$ cat config.mk
export PLATFORM = sky130hd
export DESIGN_NAME = tdmcs_top
export DESIGN_NICKNAME = d
export VERILOG_FILES = /design/src/verilog/tdmcs_pkg.sv /design/src/verilog/tdmcs_stream_if.sv /design/src/verilog/tdmcs_top.sv /design/src/verilog/tdmcs_buffer.sv
export SDC_FILE = /design/constraint.sdc
export NUM_CORES = 1
export LEC_CHECK = 0
export BUFFER_PORTS_ARGS = -buffer_cell sky130_fd_sc_hd__clkbuf_2
export CAP_MARGIN = 10
export CELL_PAD_IN_SITES_DETAIL_PLACEMENT = 0
export CELL_PAD_IN_SITES_GLOBAL_PLACEMENT = 1
export CORE_UTILIZATION = 30
export CTS_CLUSTER_DIAMETER = 200
export DETAILED_ROUTE_END_ITERATION = 10
export GPL_TIMING_DRIVEN = 0
export PLACE_DENSITY_LB_ADDON = 0.1
export SLEW_MARGIN = 0
export SYNTH_ARGS = -nofsm -noshare
export SYNTH_HDL_FRONTEND = slang
export SYNTH_SLANG_ARGS = --single-unit
$ cat constraint.sdc
create_clock -name clk_sys_in -period 7.9 [get_ports clk_sys_in]
set_input_delay 0 -clock clk_sys_in [delete_from_list [all_inputs] [get_ports clk_sys_in]]
set_output_delay 0 -clock clk_sys_in [all_outputs]
set_load 0.03 [all_outputs]
$ cat src/verilog/tdmcs_pkg.sv
// Constants, register map and the channel selection function of the TDM channel selector.
// Assumes a 32-bit AXI4-Lite register bus with word-aligned registers.
package tdmcs_pkg;

    // Register byte offsets.
    localparam logic [31:0] TDMCS_OFF_CTL = 32'h0000_0000;
    localparam logic [31:0] TDMCS_OFF_RCE = 32'h0000_0004;
    localparam logic [31:0] TDMCS_OFF_XCE = 32'h0000_0008;

    // Field positions of the multichannel control register.
    localparam int TDMCS_RX_SEL_EN_BIT = 0;
    localparam int TDMCS_RX_CUR_LSB = 2;
    localparam int TDMCS_RX_EVEN_LSB = 5;
    localparam int TDMCS_RX_ODD_LSB = 7;
    localparam int TDMCS_RX_WIDE_BIT = 9;
    localparam int TDMCS_TX_MODE_LSB = 16;
    localparam int TDMCS_TX_CUR_LSB = 18;
    localparam int TDMCS_TX_EVEN_LSB = 21;
    localparam int TDMCS_TX_ODD_LSB = 23;
    localparam int TDMCS_TX_WIDE_BIT = 25;

    // Bits that software may store; reserved and status bits are not held.
    localparam logic [31:0] TDMCS_CTL_WR_MASK = 32'h03E3_03E1;

    // Values after reset.
    localparam logic [31:0] TDMCS_CTL_RESET = 32'h0000_0000;
    localparam logic [31:0] TDMCS_RCE_RESET = 32'h0000_0000;
    localparam logic [31:0] TDMCS_XCE_RESET = 32'h0000_0000;
    localparam logic [6:0] TDMCS_CHAN_FIRST = 7'h00;
    localparam logic [2:0] TDMCS_SUB_FIRST = 3'h0;

    // AXI responses.
    localparam logic [1:0] TDMCS_RESP_OKAY = 2'h0;
    localparam logic [1:0] TDMCS_RESP_SLVERR = 2'h2;

    // Transmit channel selection modes.
    typedef enum logic [1:0] {
        TDMCS_TX_ALL,
        TDMCS_TX_SELECTED,
        TDMCS_TX_MASKED,
        TDMCS_TX_SYMMETRIC
    } tdmcs_tx_mode_e;

    // True when channel ch falls in a chosen subframe (any subframe when wide is set) and its mask bit is set.
    // Even subframes use the low mask half, odd subframes the high half.
    function automatic logic tdmcs_chan_sel(input logic [6:0] ch, input logic [1:0] even_sel,
                                            input logic [1:0] odd_sel, input logic [31:0] mask,
                                            input logic wide);
        logic hit;
        hit = wide || (ch[4] ? (ch[6:5] == odd_sel) : (ch[6:5] == even_sel));
        return hit && mask[{ch[4], ch[3:0]}];
    endfunction

endpackage

$ cat src/verilog/tdmcs_stream_if.sv
// Valid/ready stream carrier between the selector and its element buffer.
// Assumes both ends share one clock.
`timescale 1ns/1ns
`default_nettype none
interface tdmcs_stream_if #(parameter int WIDTH = 32);
    logic [WIDTH-1:0] data;
    logic valid;
    logic ready;
    modport sink (input data, input valid, output ready);
    modport source (output data, output valid, input ready);
endinterface
`default_nettype wire

$ cat src/verilog/tdmcs_top.sv
// Multichannel selection for a TDM serial port: registers over AXI4-Lite, receive gating
// into a two-entry buffer and transmit drive/consume decisions per element slot.
// Assumes element strobes and frame syncs are synchronous to clk_sys_in.
`timescale 1ns/1ns
`default_nettype none
module tdmcs_top
    import tdmcs_pkg::*;
#(
    parameter int ELEM_W = 32
) (
    // Clock and reset.
    input wire logic clk_sys_in,
    input wire logic resetn_in,
    // AXI4-Lite write channels.
    input wire logic [31:0] s_axi_awaddr_in,
    input wire logic s_axi_awvalid_in,
    output logic s_axi_awready_out,
    input wire logic [31:0] s_axi_wdata_in,
    input wire logic [3:0] s_axi_wstrb_in,
    input wire logic s_axi_wvalid_in,
    output logic s_axi_wready_out,
    output logic [1:0] s_axi_bresp_out,
    output logic s_axi_bvalid_out,
    input wire logic s_axi_bready_in,
    // AXI4-Lite read channels.
    input wire logic [31:0] s_axi_araddr_in,
    input wire logic s_axi_arvalid_in,
    output logic s_axi_arready_out,
    output logic [31:0] s_axi_rdata_out,
    output logic [1:0] s_axi_rresp_out,
    output logic s_axi_rvalid_out,
    input wire logic s_axi_rready_in,
    // Received elements from the deserialiser.
    input wire logic rx_frame_sync_in,
    input wire logic [ELEM_W-1:0] rx_elem_data_in,
    input wire logic rx_elem_valid_in,
    output logic rx_elem_ready_out,
    // Selected received elements.
    output logic [ELEM_W-1:0] rx_data_out,
    output logic rx_data_valid_out,
    input wire logic rx_data_ready_in,
    // Transmit slot control.
    input wire logic tx_frame_active_in,
    input wire logic tx_frame_sync_in,
    input wire logic tx_elem_start_in,
    output logic serial_data_out_oe_out,
    output logic tx_elem_take_out
);
    logic rst_meta;
    logic rst_n;
    logic [31:0] ctl;
    logic [31:0] rce;
    logic [31:0] xce;
    logic [31:0] next_ctl;
    logic [31:0] next_rce;
    logic [31:0] next_xce;
    logic aw_got, w_got, next_aw_got, next_w_got;
    logic [31:0] awaddr_q, next_awaddr_q, wdata_q, next_wdata_q;
    logic [3:0] wstrb_q, next_wstrb_q;
    logic bvalid, next_bvalid, rvalid, next_rvalid;
    logic [1:0] bresp, next_bresp, rresp, next_rresp;
    logic awready, next_awready, wready, next_wready, arready, next_arready;
    logic [31:0] rdata, next_rdata, byte_en, ctl_view;
    logic [6:0] rx_idx, next_rx_idx, tx_idx, next_tx_idx, rx_ch, tx_ch;
    logic [2:0] rx_cur, next_rx_cur, tx_cur, next_tx_cur;
    logic oe, next_oe, take, next_take;
    logic rx_hs, rx_take, wide, tx_sel, rx_sel_tx, rx_part_tx;
    tdmcs_tx_mode_e tx_mode;

    tdmcs_stream_if #(.WIDTH(ELEM_W)) fill_if ();
    tdmcs_stream_if #(.WIDTH(ELEM_W)) drain_if ();

    // Reset is released through two flops so every flop leaves reset on the same edge.
    always_ff @(posedge clk_sys_in or negedge resetn_in) begin
        if (!resetn_in) begin
            rst_meta <= 1'b0;
            rst_n <= 1'b0;
        end else begin
            rst_meta <= 1'b1;
            rst_n <= rst_meta;
        end
    end

    // Control view: stored fields plus both live subframe indicators.
    always_comb begin
        ctl_view = ctl;
        ctl_view[TDMCS_RX_CUR_LSB +: 3] = rx_cur;
        ctl_view[TDMCS_TX_CUR_LSB +: 3] = tx_cur;
        byte_en = {{8{wstrb_q[3]}}, {8{wstrb_q[2]}}, {8{wstrb_q[1]}}, {8{wstrb_q[0]}}};
    end

    // Bus slave: address and data are taken in either order, one write and one read at a time.
    always_comb begin
        next_aw_got = aw_got;
        next_w_got = w_got;
        next_awaddr_q = awaddr_q;
        next_wdata_q = wdata_q;
        next_wstrb_q = wstrb_q;
        next_bvalid = bvalid;
        next_bresp = bresp;
        next_rvalid = rvalid;
        next_rresp = rresp;
        next_rdata = rdata;
        next_ctl = ctl;
        next_rce = rce;
        next_xce = xce;
        if (s_axi_awvalid_in && awready) begin
            next_aw_got = 1'b1;
            next_awaddr_q = s_axi_awaddr_in;
        end
        if (s_axi_wvalid_in && wready) begin
            next_w_got = 1'b1;
            next_wdata_q = s_axi_wdata_in;
            next_wstrb_q = s_axi_wstrb_in;
        end
        if (aw_got && w_got && !bvalid) begin
            next_aw_got = 1'b0;
            next_w_got = 1'b0;
            next_bvalid = 1'b1;
            next_bresp = TDMCS_RESP_OKAY;
            unique case (awaddr_q)
                TDMCS_OFF_CTL: next_ctl = ((ctl & ~byte_en) | (wdata_q & byte_en))
                                          & TDMCS_CTL_WR_MASK;
                TDMCS_OFF_RCE: next_rce = (rce & ~byte_en) | (wdata_q & byte_en);
                TDMCS_OFF_XCE: next_xce = (xce & ~byte_en) | (wdata_q & byte_en);
                default: next_bresp = TDMCS_RESP_SLVERR;
            endcase
        end else if (bvalid && s_axi_bready_in) begin
            next_bvalid = 1'b0;
        end
        if (s_axi_arvalid_in && arready) begin
            next_rvalid = 1'b1;
            next_rresp = TDMCS_RESP_OKAY;
            unique case (s_axi_araddr_in)
                TDMCS_OFF_CTL: next_rdata = ctl_view;
                TDMCS_OFF_RCE: next_rdata = rce;
                TDMCS_OFF_XCE: next_rdata = xce;
                default: begin
                    next_rdata = 32'h0000_0000;
                    next_rresp = TDMCS_RESP_SLVERR;
                end
            endcase
        end else if (rvalid && s_axi_rready_in) begin
            next_rvalid = 1'b0;
        end
        next_awready = !next_aw_got && !next_bvalid;
        next_wready = !next_w_got && !next_bvalid;
        next_arready = !next_rvalid;
    end

    // Bus and register flops.
    always_ff @(posedge clk_sys_in or negedge rst_n) begin
        if (!rst_n) begin
            aw_got <= 1'b0;
            w_got <= 1'b0;
            awaddr_q <= 32'h0000_0000;
            wdata_q <= 32'h0000_0000;
            wstrb_q <= 4'h0;
            bvalid <= 1'b0;
            bresp <= TDMCS_RESP_OKAY;
            rvalid <= 1'b0;
            rresp <= TDMCS_RESP_OKAY;
            rdata <= 32'h0000_0000;
            awready <= 1'b0;
            wready <= 1'b0;
            arready <= 1'b0;
            ctl <= TDMCS_CTL_RESET;
            rce <= TDMCS_RCE_RESET;
            xce <= TDMCS_XCE_RESET;
        end else begin
            aw_got <= next_aw_got;
            w_got <= next_w_got;
            awaddr_q <= next_awaddr_q;
            wdata_q <= next_wdata_q;
            wstrb_q <= next_wstrb_q;
            bvalid <= next_bvalid;
            bresp <= next_bresp;
            rvalid <= next_rvalid;
            rresp <= next_rresp;
            rdata <= next_rdata;
            awready <= next_awready;
            wready <= next_wready;
            arready <= next_arready;
            ctl <= next_ctl;
            rce <= next_rce;
            xce <= next_xce;
        end
    end

    // The wide range only applies when both directions ask for it, keeping them consistent.
    assign wide = ctl[TDMCS_RX_WIDE_BIT] && ctl[TDMCS_TX_WIDE_BIT];
    assign tx_mode = tdmcs_tx_mode_e'(ctl[TDMCS_TX_MODE_LSB +: 2]);

    // Receive gating: index restarts at the frame sync, unselected elements are dropped.
    always_comb begin
        rx_hs = rx_elem_valid_in && rx_elem_ready_out;
        rx_ch = rx_frame_sync_in ? TDMCS_CHAN_FIRST : rx_idx;
        rx_take = !ctl[TDMCS_RX_SEL_EN_BIT]
                  || tdmcs_chan_sel(rx_ch, ctl[TDMCS_RX_EVEN_LSB +: 2],
                                    ctl[TDMCS_RX_ODD_LSB +: 2], rce, wide);
        next_rx_idx = rx_hs ? rx_ch + 7'h01 : rx_idx;
        next_rx_cur = rx_hs ? rx_ch[6:4] : rx_cur;
    end

    // Transmit decision per slot: drive the pin and consume a word as the mode says.
    always_comb begin
        tx_ch = tx_frame_sync_in ? TDMCS_CHAN_FIRST : tx_idx;
        tx_sel = tdmcs_chan_sel(tx_ch, ctl[TDMCS_TX_EVEN_LSB +: 2],
                                ctl[TDMCS_TX_ODD_LSB +: 2], xce, wide);
        rx_sel_tx = tdmcs_chan_sel(tx_ch, ctl[TDMCS_RX_EVEN_LSB +: 2],
                                   ctl[TDMCS_RX_ODD_LSB +: 2], rce, wide);
        rx_part_tx = tdmcs_chan_sel(tx_ch, ctl[TDMCS_RX_EVEN_LSB +: 2],
                                    ctl[TDMCS_RX_ODD_LSB +: 2], xce, wide);
        next_oe = oe;
        next_take = 1'b0;
        next_tx_idx = tx_idx;
        next_tx_cur = tx_cur;
        if (tx_elem_start_in) begin
            next_tx_idx = tx_ch + 7'h01;
            next_tx_cur = tx_ch[6:4];
            unique case (tx_mode)
                TDMCS_TX_ALL: begin
                    next_oe = 1'b1;
                    next_take = 1'b1;
                end
                TDMCS_TX_SELECTED: begin
                    next_oe = tx_sel;
                    next_take = tx_sel;
                end
                TDMCS_TX_MASKED: begin
                    next_oe = tx_sel;
                    next_take = 1'b1;
                end
                TDMCS_TX_SYMMETRIC: begin
                    next_oe = rx_sel_tx && rx_part_tx;
                    next_take = rx_sel_tx;
                end
            endcase
        end
        if (!tx_frame_active_in) begin
            next_oe = 1'b0;
        end
    end

    // Channel counters and transmit outputs.
    always_ff @(posedge clk_sys_in or negedge rst_n) begin
        if (!rst_n) begin
            rx_idx <= TDMCS_CHAN_FIRST;
            rx_cur <= TDMCS_SUB_FIRST;
            tx_idx <= TDMCS_CHAN_FIRST;
            tx_cur <= TDMCS_SUB_FIRST;
            oe <= 1'b0;
            take <= 1'b0;
        end else begin
            rx_idx <= next_rx_idx;
            rx_cur <= next_rx_cur;
            tx_idx <= next_tx_idx;
            tx_cur <= next_tx_cur;
            oe <= next_oe;
            take <= next_take;
        end
    end

    // A stall downstream fills the buffer and its ready holds off the deserialiser.
    assign fill_if.data = rx_elem_data_in;
    assign fill_if.valid = rx_elem_valid_in && rx_take;
    assign drain_if.ready = rx_data_ready_in;

    tdmcs_buffer #(.WIDTH(ELEM_W)) u_buffer (
        .clk_in(clk_sys_in),
        .rst_n_in(rst_n),
        .fill(fill_if),
        .drain(drain_if)
    );

    // Outputs, all straight from flops.
    assign s_axi_awready_out = awready;
    assign s_axi_wready_out = wready;
    assign s_axi_bvalid_out = bvalid;
    assign s_axi_bresp_out = bresp;
    assign s_axi_arready_out = arready;
    assign s_axi_rvalid_out = rvalid;
    assign s_axi_rresp_out = rresp;
    assign s_axi_rdata_out = rdata;
    assign rx_elem_ready_out = fill_if.ready;
    assign rx_data_out = drain_if.data;
    assign rx_data_valid_out = drain_if.valid;
    assign serial_data_out_oe_out = oe;
    assign tx_elem_take_out = take;

    property p_ctl_reserved_zero;
        @(posedge clk_sys_in) disable iff (!rst_n)
        (s_axi_arvalid_in && arready && s_axi_araddr_in == TDMCS_OFF_CTL)
            |=> (rdata[15:10] == 6'h00 && rdata[1] == 1'b0 && rdata[31:26] == 6'h00);
    endproperty
    a_ctl_reserved_zero: assert property (p_ctl_reserved_zero) else $error("reserved bit set");

    property p_rx_all_when_off;
        @(posedge clk_sys_in) disable iff (!rst_n)
        (rx_hs && !ctl[0]) |-> fill_if.valid;
    endproperty
    a_rx_all_when_off: assert property (p_rx_all_when_off) else $error("element dropped");

    property p_rx_even_mask;
        @(posedge clk_sys_in) disable iff (!rst_n)
        (rx_hs && ctl[0] && !rx_ch[4] && !rce[rx_ch[3:0]]) |-> !fill_if.valid;
    endproperty
    a_rx_even_mask: assert property (p_rx_even_mask) else $error("masked even taken");

    property p_rx_odd_pick;
        @(posedge clk_sys_in) disable iff (!rst_n)
        (rx_hs && ctl[0] && rx_ch[4] && rx_ch[6:5] == ctl[8:7] && rce[{1'b1, rx_ch[3:0]}])
            |-> fill_if.valid;
    endproperty
    a_rx_odd_pick: assert property (p_rx_odd_pick) else $error("odd channel lost");

    property p_rx_index;
        @(posedge clk_sys_in) disable iff (!rst_n)
        (rx_hs && rx_frame_sync_in) |=> (rx_idx == 7'h01 && rx_cur == 3'h0);
    endproperty
    a_rx_index: assert property (p_rx_index) else $error("index not restarted");

    property p_rx_cur;
        @(posedge clk_sys_in) disable iff (!rst_n)
        rx_hs |=> ctl_view[4:2] == $past(rx_ch[6:4]);
    endproperty
    a_rx_cur: assert property (p_rx_cur) else $error("current subframe wrong");

    property p_tx_all;
        @(posedge clk_sys_in) disable iff (!rst_n)
        (tx_elem_start_in && tx_frame_active_in && ctl[17:16] == 2'h0)
            |=> (serial_data_out_oe_out && tx_elem_take_out);
    endproperty
    a_tx_all: assert property (p_tx_all) else $error("mode 0 not driving");

    property p_tx_odd_mask;
        @(posedge clk_sys_in) disable iff (!rst_n)
        (tx_elem_start_in && ctl[17:16] == 2'h1 && tx_ch[4] && !xce[{1'b1, tx_ch[3:0]}])
            |=> (!serial_data_out_oe_out && !tx_elem_take_out);
    endproperty
    a_tx_odd_mask: assert property (p_tx_odd_mask) else $error("masked odd driven");

    property p_tx_masked_take;
        @(posedge clk_sys_in) disable iff (!rst_n)
        (tx_elem_start_in && ctl[17:16] == 2'h2)
            |=> tx_elem_take_out ##1 (!tx_elem_take_out || $past(tx_elem_start_in));
    endproperty
    a_tx_masked_take: assert property (p_tx_masked_take) else $error("mode 2 take wrong");
endmodule
`default_nettype wire

$ cat src/verilog/tdmcs_buffer.sv
// Two-entry element buffer with valid and ready on both sides.
// Assumes an active-low reset, asserted asynchronously, whose release the caller has already synchronised.
`timescale 1ns/1ns
`default_nettype none
module tdmcs_buffer
    import tdmcs_pkg::*;
#(
    parameter int WIDTH = 32
) (
    // Clock and reset.
    input wire logic clk_in,
    input wire logic rst_n_in,
    // Stream ports.
    tdmcs_stream_if.sink fill,
    tdmcs_stream_if.source drain
);
    logic [WIDTH-1:0] entry0;
    logic [WIDTH-1:0] entry1;
    logic [1:0] count;
    logic in_ready;
    logic out_valid;
    logic [WIDTH-1:0] next_entry0;
    logic [WIDTH-1:0] next_entry1;
    logic [1:0] next_count;
    logic push;
    logic pop;

    assign fill.ready = in_ready;
    assign drain.valid = out_valid;
    assign drain.data = entry0;

    // Next entries; ready and valid come from flops so no path runs straight through.
    always_comb begin
        push = fill.valid && in_ready;
        pop = out_valid && drain.ready;
        next_entry0 = entry0;
        next_entry1 = entry1;
        next_count = count;
        if (push && !pop) begin
            if (count == 2'h0) begin
                next_entry0 = fill.data;
            end else begin
                next_entry1 = fill.data;
            end
            next_count = count + 2'h1;
        end else if (pop && !push) begin
            next_entry0 = entry1;
            next_count = count - 2'h1;
        end else if (push && pop) begin
            next_entry0 = fill.data;
        end
    end

    // Registers of the buffer.
    always_ff @(posedge clk_in or negedge rst_n_in) begin
        if (!rst_n_in) begin
            entry0 <= '0;
            entry1 <= '0;
            count <= 2'h0;
            in_ready <= 1'b0;
            out_valid <= 1'b0;
        end else begin
            entry0 <= next_entry0;
            entry1 <= next_entry1;
            count <= next_count;
            in_ready <= (next_count != 2'h2);
            out_valid <= (next_count != 2'h0);
        end
    end
endmodule
`default_nettype wire

==> impl_results.md <==
- Fillers: 4144
- Die Width: around 210 µm
- Max-slew headroom at the worst pin: slightly below 40%
- Cells after Synth: between 1000 and 1500
- YS warnings: 0
- Crit path DAT: ~3.9 ns
- Final period util: 43.6%
- Flop pwr share: 40.9%
- Area of the multi-input gates: approximately 0.0052 mm²
- Fin area: 0.0171 mm²
- Post-DP Area: about 0.015 mm²
- Sw frac: around 32%
- Post-route core utilization: 40.6%
- Ranking of synthesized cells by area: dfrtp_1 54%, mux2_2 14%, mux2i_1 4.4%
- Distinct cells, synth: 63
- Clk_lat worst skew: ~0.54 ns
- Number of DRC markers in iteration 0: roughly 570
- GRT overflow: 0
- Root Buffer: clkbuf_16
- Unrepaired setup endpoints after global routing: false
- Crit-path cells: clkbuf_1, nand2b_1, buf_2, buf_1, a22oi_1, mux4_2, mux2i_1, mux2i_1, o21ai_0, and3_1
- CTS tree: done
- Worst path buffer plus inverter count: 3
- Flops & latches, synth: between 200 and 300
- Average vias per placed instance: around 5
- Leakage: ~0.0081 µW
- H-tree levels: 2
- Most used DFF post-synth: dfrtp_1
- CTS clock-pin slew for the worst setup and hold paths: ~0.06 ns
- Count leader, synth: dfrtp_1
- Delay-heaviest family, CP: buffers and inverters
- Setup CP Type: reg2reg
- Half-perimeter wire length after placement: 27800 µm
- Worst hold path class: in2reg
- Initial antenna violation count: 0
- Final #Nets: 1600
- Port Buffers: approximately 220
- ANT nets after route: 0
- DRT Pass-1 Iters: 8
- Initial Utilization: a little under a third
- Vias in the first global route: between 10000 and 15000
- DRC: 0
- Post-synth EDFFs: 0
- Sequential area share after synthesis: between 50% and 60%
- Final-report hold violation count: 0
- Die footprint: ~0.044 mm²
- WL/cell: 19.0 µm
- Status: finished clean
- Drt total wl: 38200 µm
- Row count: 75
- Die height: around 210 µm
- Crit-path max cell delay: 0.66 ns
- Crit-path max FO: 10
- Tmin final: between 3 and 4 ns
- Setup Skew: roughly 0.026 ns
- CP required: 8.36 ns
- CTS sink cnt: about 280
- GRT Overall Usage: 17.9%
- Area Overhead vs Synth: 32.9%
- Power Density: 296 mW/mm²
- Setup TNS: 0 ns
- Total number of vias: approximately 9800
- Postcts setup bufs: 0
- Fmax: just under 300 MHz
- Largest area contributor in the netlist: dfrtp_1
- Worst hold slack: 0.0418 ns
- Final setup fails: 0
- CP startpoint kind: flop
- First-pass GRT wire length: between 60000 and 70000 µm
- Top cell type's share of synthesized area: 54.2%
- Critical Path Most Common Cell: mux2i_1
- CP endpoint kind: flop
- Mean area per synthesized cell: between 10 and 15 µm²
- Worst Tran Pin Value: 0.901 ns
- Most instantiated cells after synthesis: 278 x dfrtp_1, 159 x mux2_2, 113 x inv_1
- Clock Power Share: around a third
- Mapped cell area: between 0.01 and 0.015 mm²
- MaxCap Viol Count: 0
- Area of the core: approximately 0.042 mm²
- DP Cell Count: approximately 1800
- Boundary Pins: 222
- Int Pwr: between 3000 and 4000 µW
- Largest net degree at the start of global routing: 57
- Logic pwr share: 26.7%
- Slew Limit Fails: 0
- Antenna cells: 0
- CTS Buf Count: 35
- Ratio of cells with drive above 1 in the final layout: approximately a third
- VDD IR max: roughly 0.18 mV
- Switching pwr: approximately 1600 µW
- GPL Wtd Cong: about 0.78
- Max stage delay cell, worst path: buf_1
- FF+latch area: 0.00696 mm²
- Non-Filler Instances: 2012
- FFs w/ async S/R, synth: 100%
- CTS Buffer Depth: 3
## tightest hold or removal path, cell delays in order
cell      delay [ns]
clkbuf_2        0.08
nand2_1         0.11
a211oi_1        0.25
a311oi_1        0.07
## kinds of logic (layout without fill, tap and decap cells)
logic type	Yosys count	in the layout	synth area share [%]
adders and majority gates	7	7	0.682
buffers and inverters	173	571	5.51
AOI/OAI and AO/OA	197	197	11.0
DFF	278	278	54.2
xor gates and xnor gates	3	3	0.205
muxes	235	235	21.4
and+or+nand+nor	179	179	6.90
other	2	3	0.0585
## per-layer routing
layer / vias to the layer above / track usage [%] / wire length, µm
li1: 4612 / - / -
met1: 4872 / 24.5 / 18000
met2: 238 / 29.2 / 17900
met3: 48 / 2.92 / 1510
met4: 0 / 5.15 / 731
met5: - / 0 / 0
## layout make-up
| type | count | area share (%) |
|---|---|---|
| Inverter | 113 | 2.49 |
| Clock inverter | 7 | 0.587 |
| Timing Repair Buffer | 336 | 13.8 |
| Tap cell | 539 | 3.95 |
| Sequential cell | 278 | 40.8 |
| Multi-Input combinational cell | 624 | 30.3 |
| Buffer | 60 | 1.66 |
| Clock buffer | 55 | 6.40 |
## path summary, 6_finish.rpt
path,from,endpoint,slack [ns],cells after the start
max,tx_idx[0],tx_elem_take_out,4.46,10
min,rx_data_ready_in,u_buffer.fill.ready,0.04,4
max reg2reg,tx_idx[0],tx_elem_take_out,4.46,10
min reg2reg,rst_n,wstrb_q[1],0.31,0
max in group asynchronous,rst_n,tx_idx[5],6.56,2
min in group asynchronous,rst_n,wstrb_q[1],0.31,0
## stage by stage
stage          power (µW)  worst slack [ns]
5_1_grt              5360              4.21
4_1_cts              5150              4.47
6_report             5050              4.46
2_1_floorplan        2980              3.34
3_5_place_dp         3410              4.49
3_3_place_gp         3380              1.10
## power groups by stage
stage / sequential [µW] / clock [µW] / combinational, µW
2_1_floorplan: 2200 / 0 / 778
3_3_place_gp: 2110 / 0 / 1260
3_5_place_dp: 2100 / 0 / 1320
4_1_cts: 2070 / 1700 / 1370
5_1_grt: 2120 / 1760 / 1480
6_report: 2070 / 1640 / 1350
## what timing repair did
| item | in CTS | in global routing |
|---|---|---|
| hold endpoints to repair | 149 | 0 |
| gates resized for setup | 0 | 0 |
| hold buffers | 113 | 0 |
## placed cells by master, fill, tap and decap left out, drive strengths merged, types with 4 or more instances in the layout
| master | n |
|---|---|
| a21oi | 22 |
| a222oi | 31 |
| a22oi | 42 |
| a31oi | 5 |
| and2 | 4 |
| and3 | 4 |
| buf | 27 |
| clkbuf | 311 |
| clkinv | 4 |
| dfrtp | 278 |
| dlygate4sd3 | 113 |
| ha | 7 |
| inv | 114 |
| mux2 | 164 |
| mux2i | 56 |
| mux4 | 15 |
| nand2 | 82 |
| nand2b | 10 |
| nand4 | 6 |
| nor2 | 22 |
| nor2b | 7 |
| nor3 | 11 |
| nor4 | 18 |
| o21ai | 59 |
| o22a | 5 |
| o22ai | 5 |
Power figures use the tool's default switching activity.
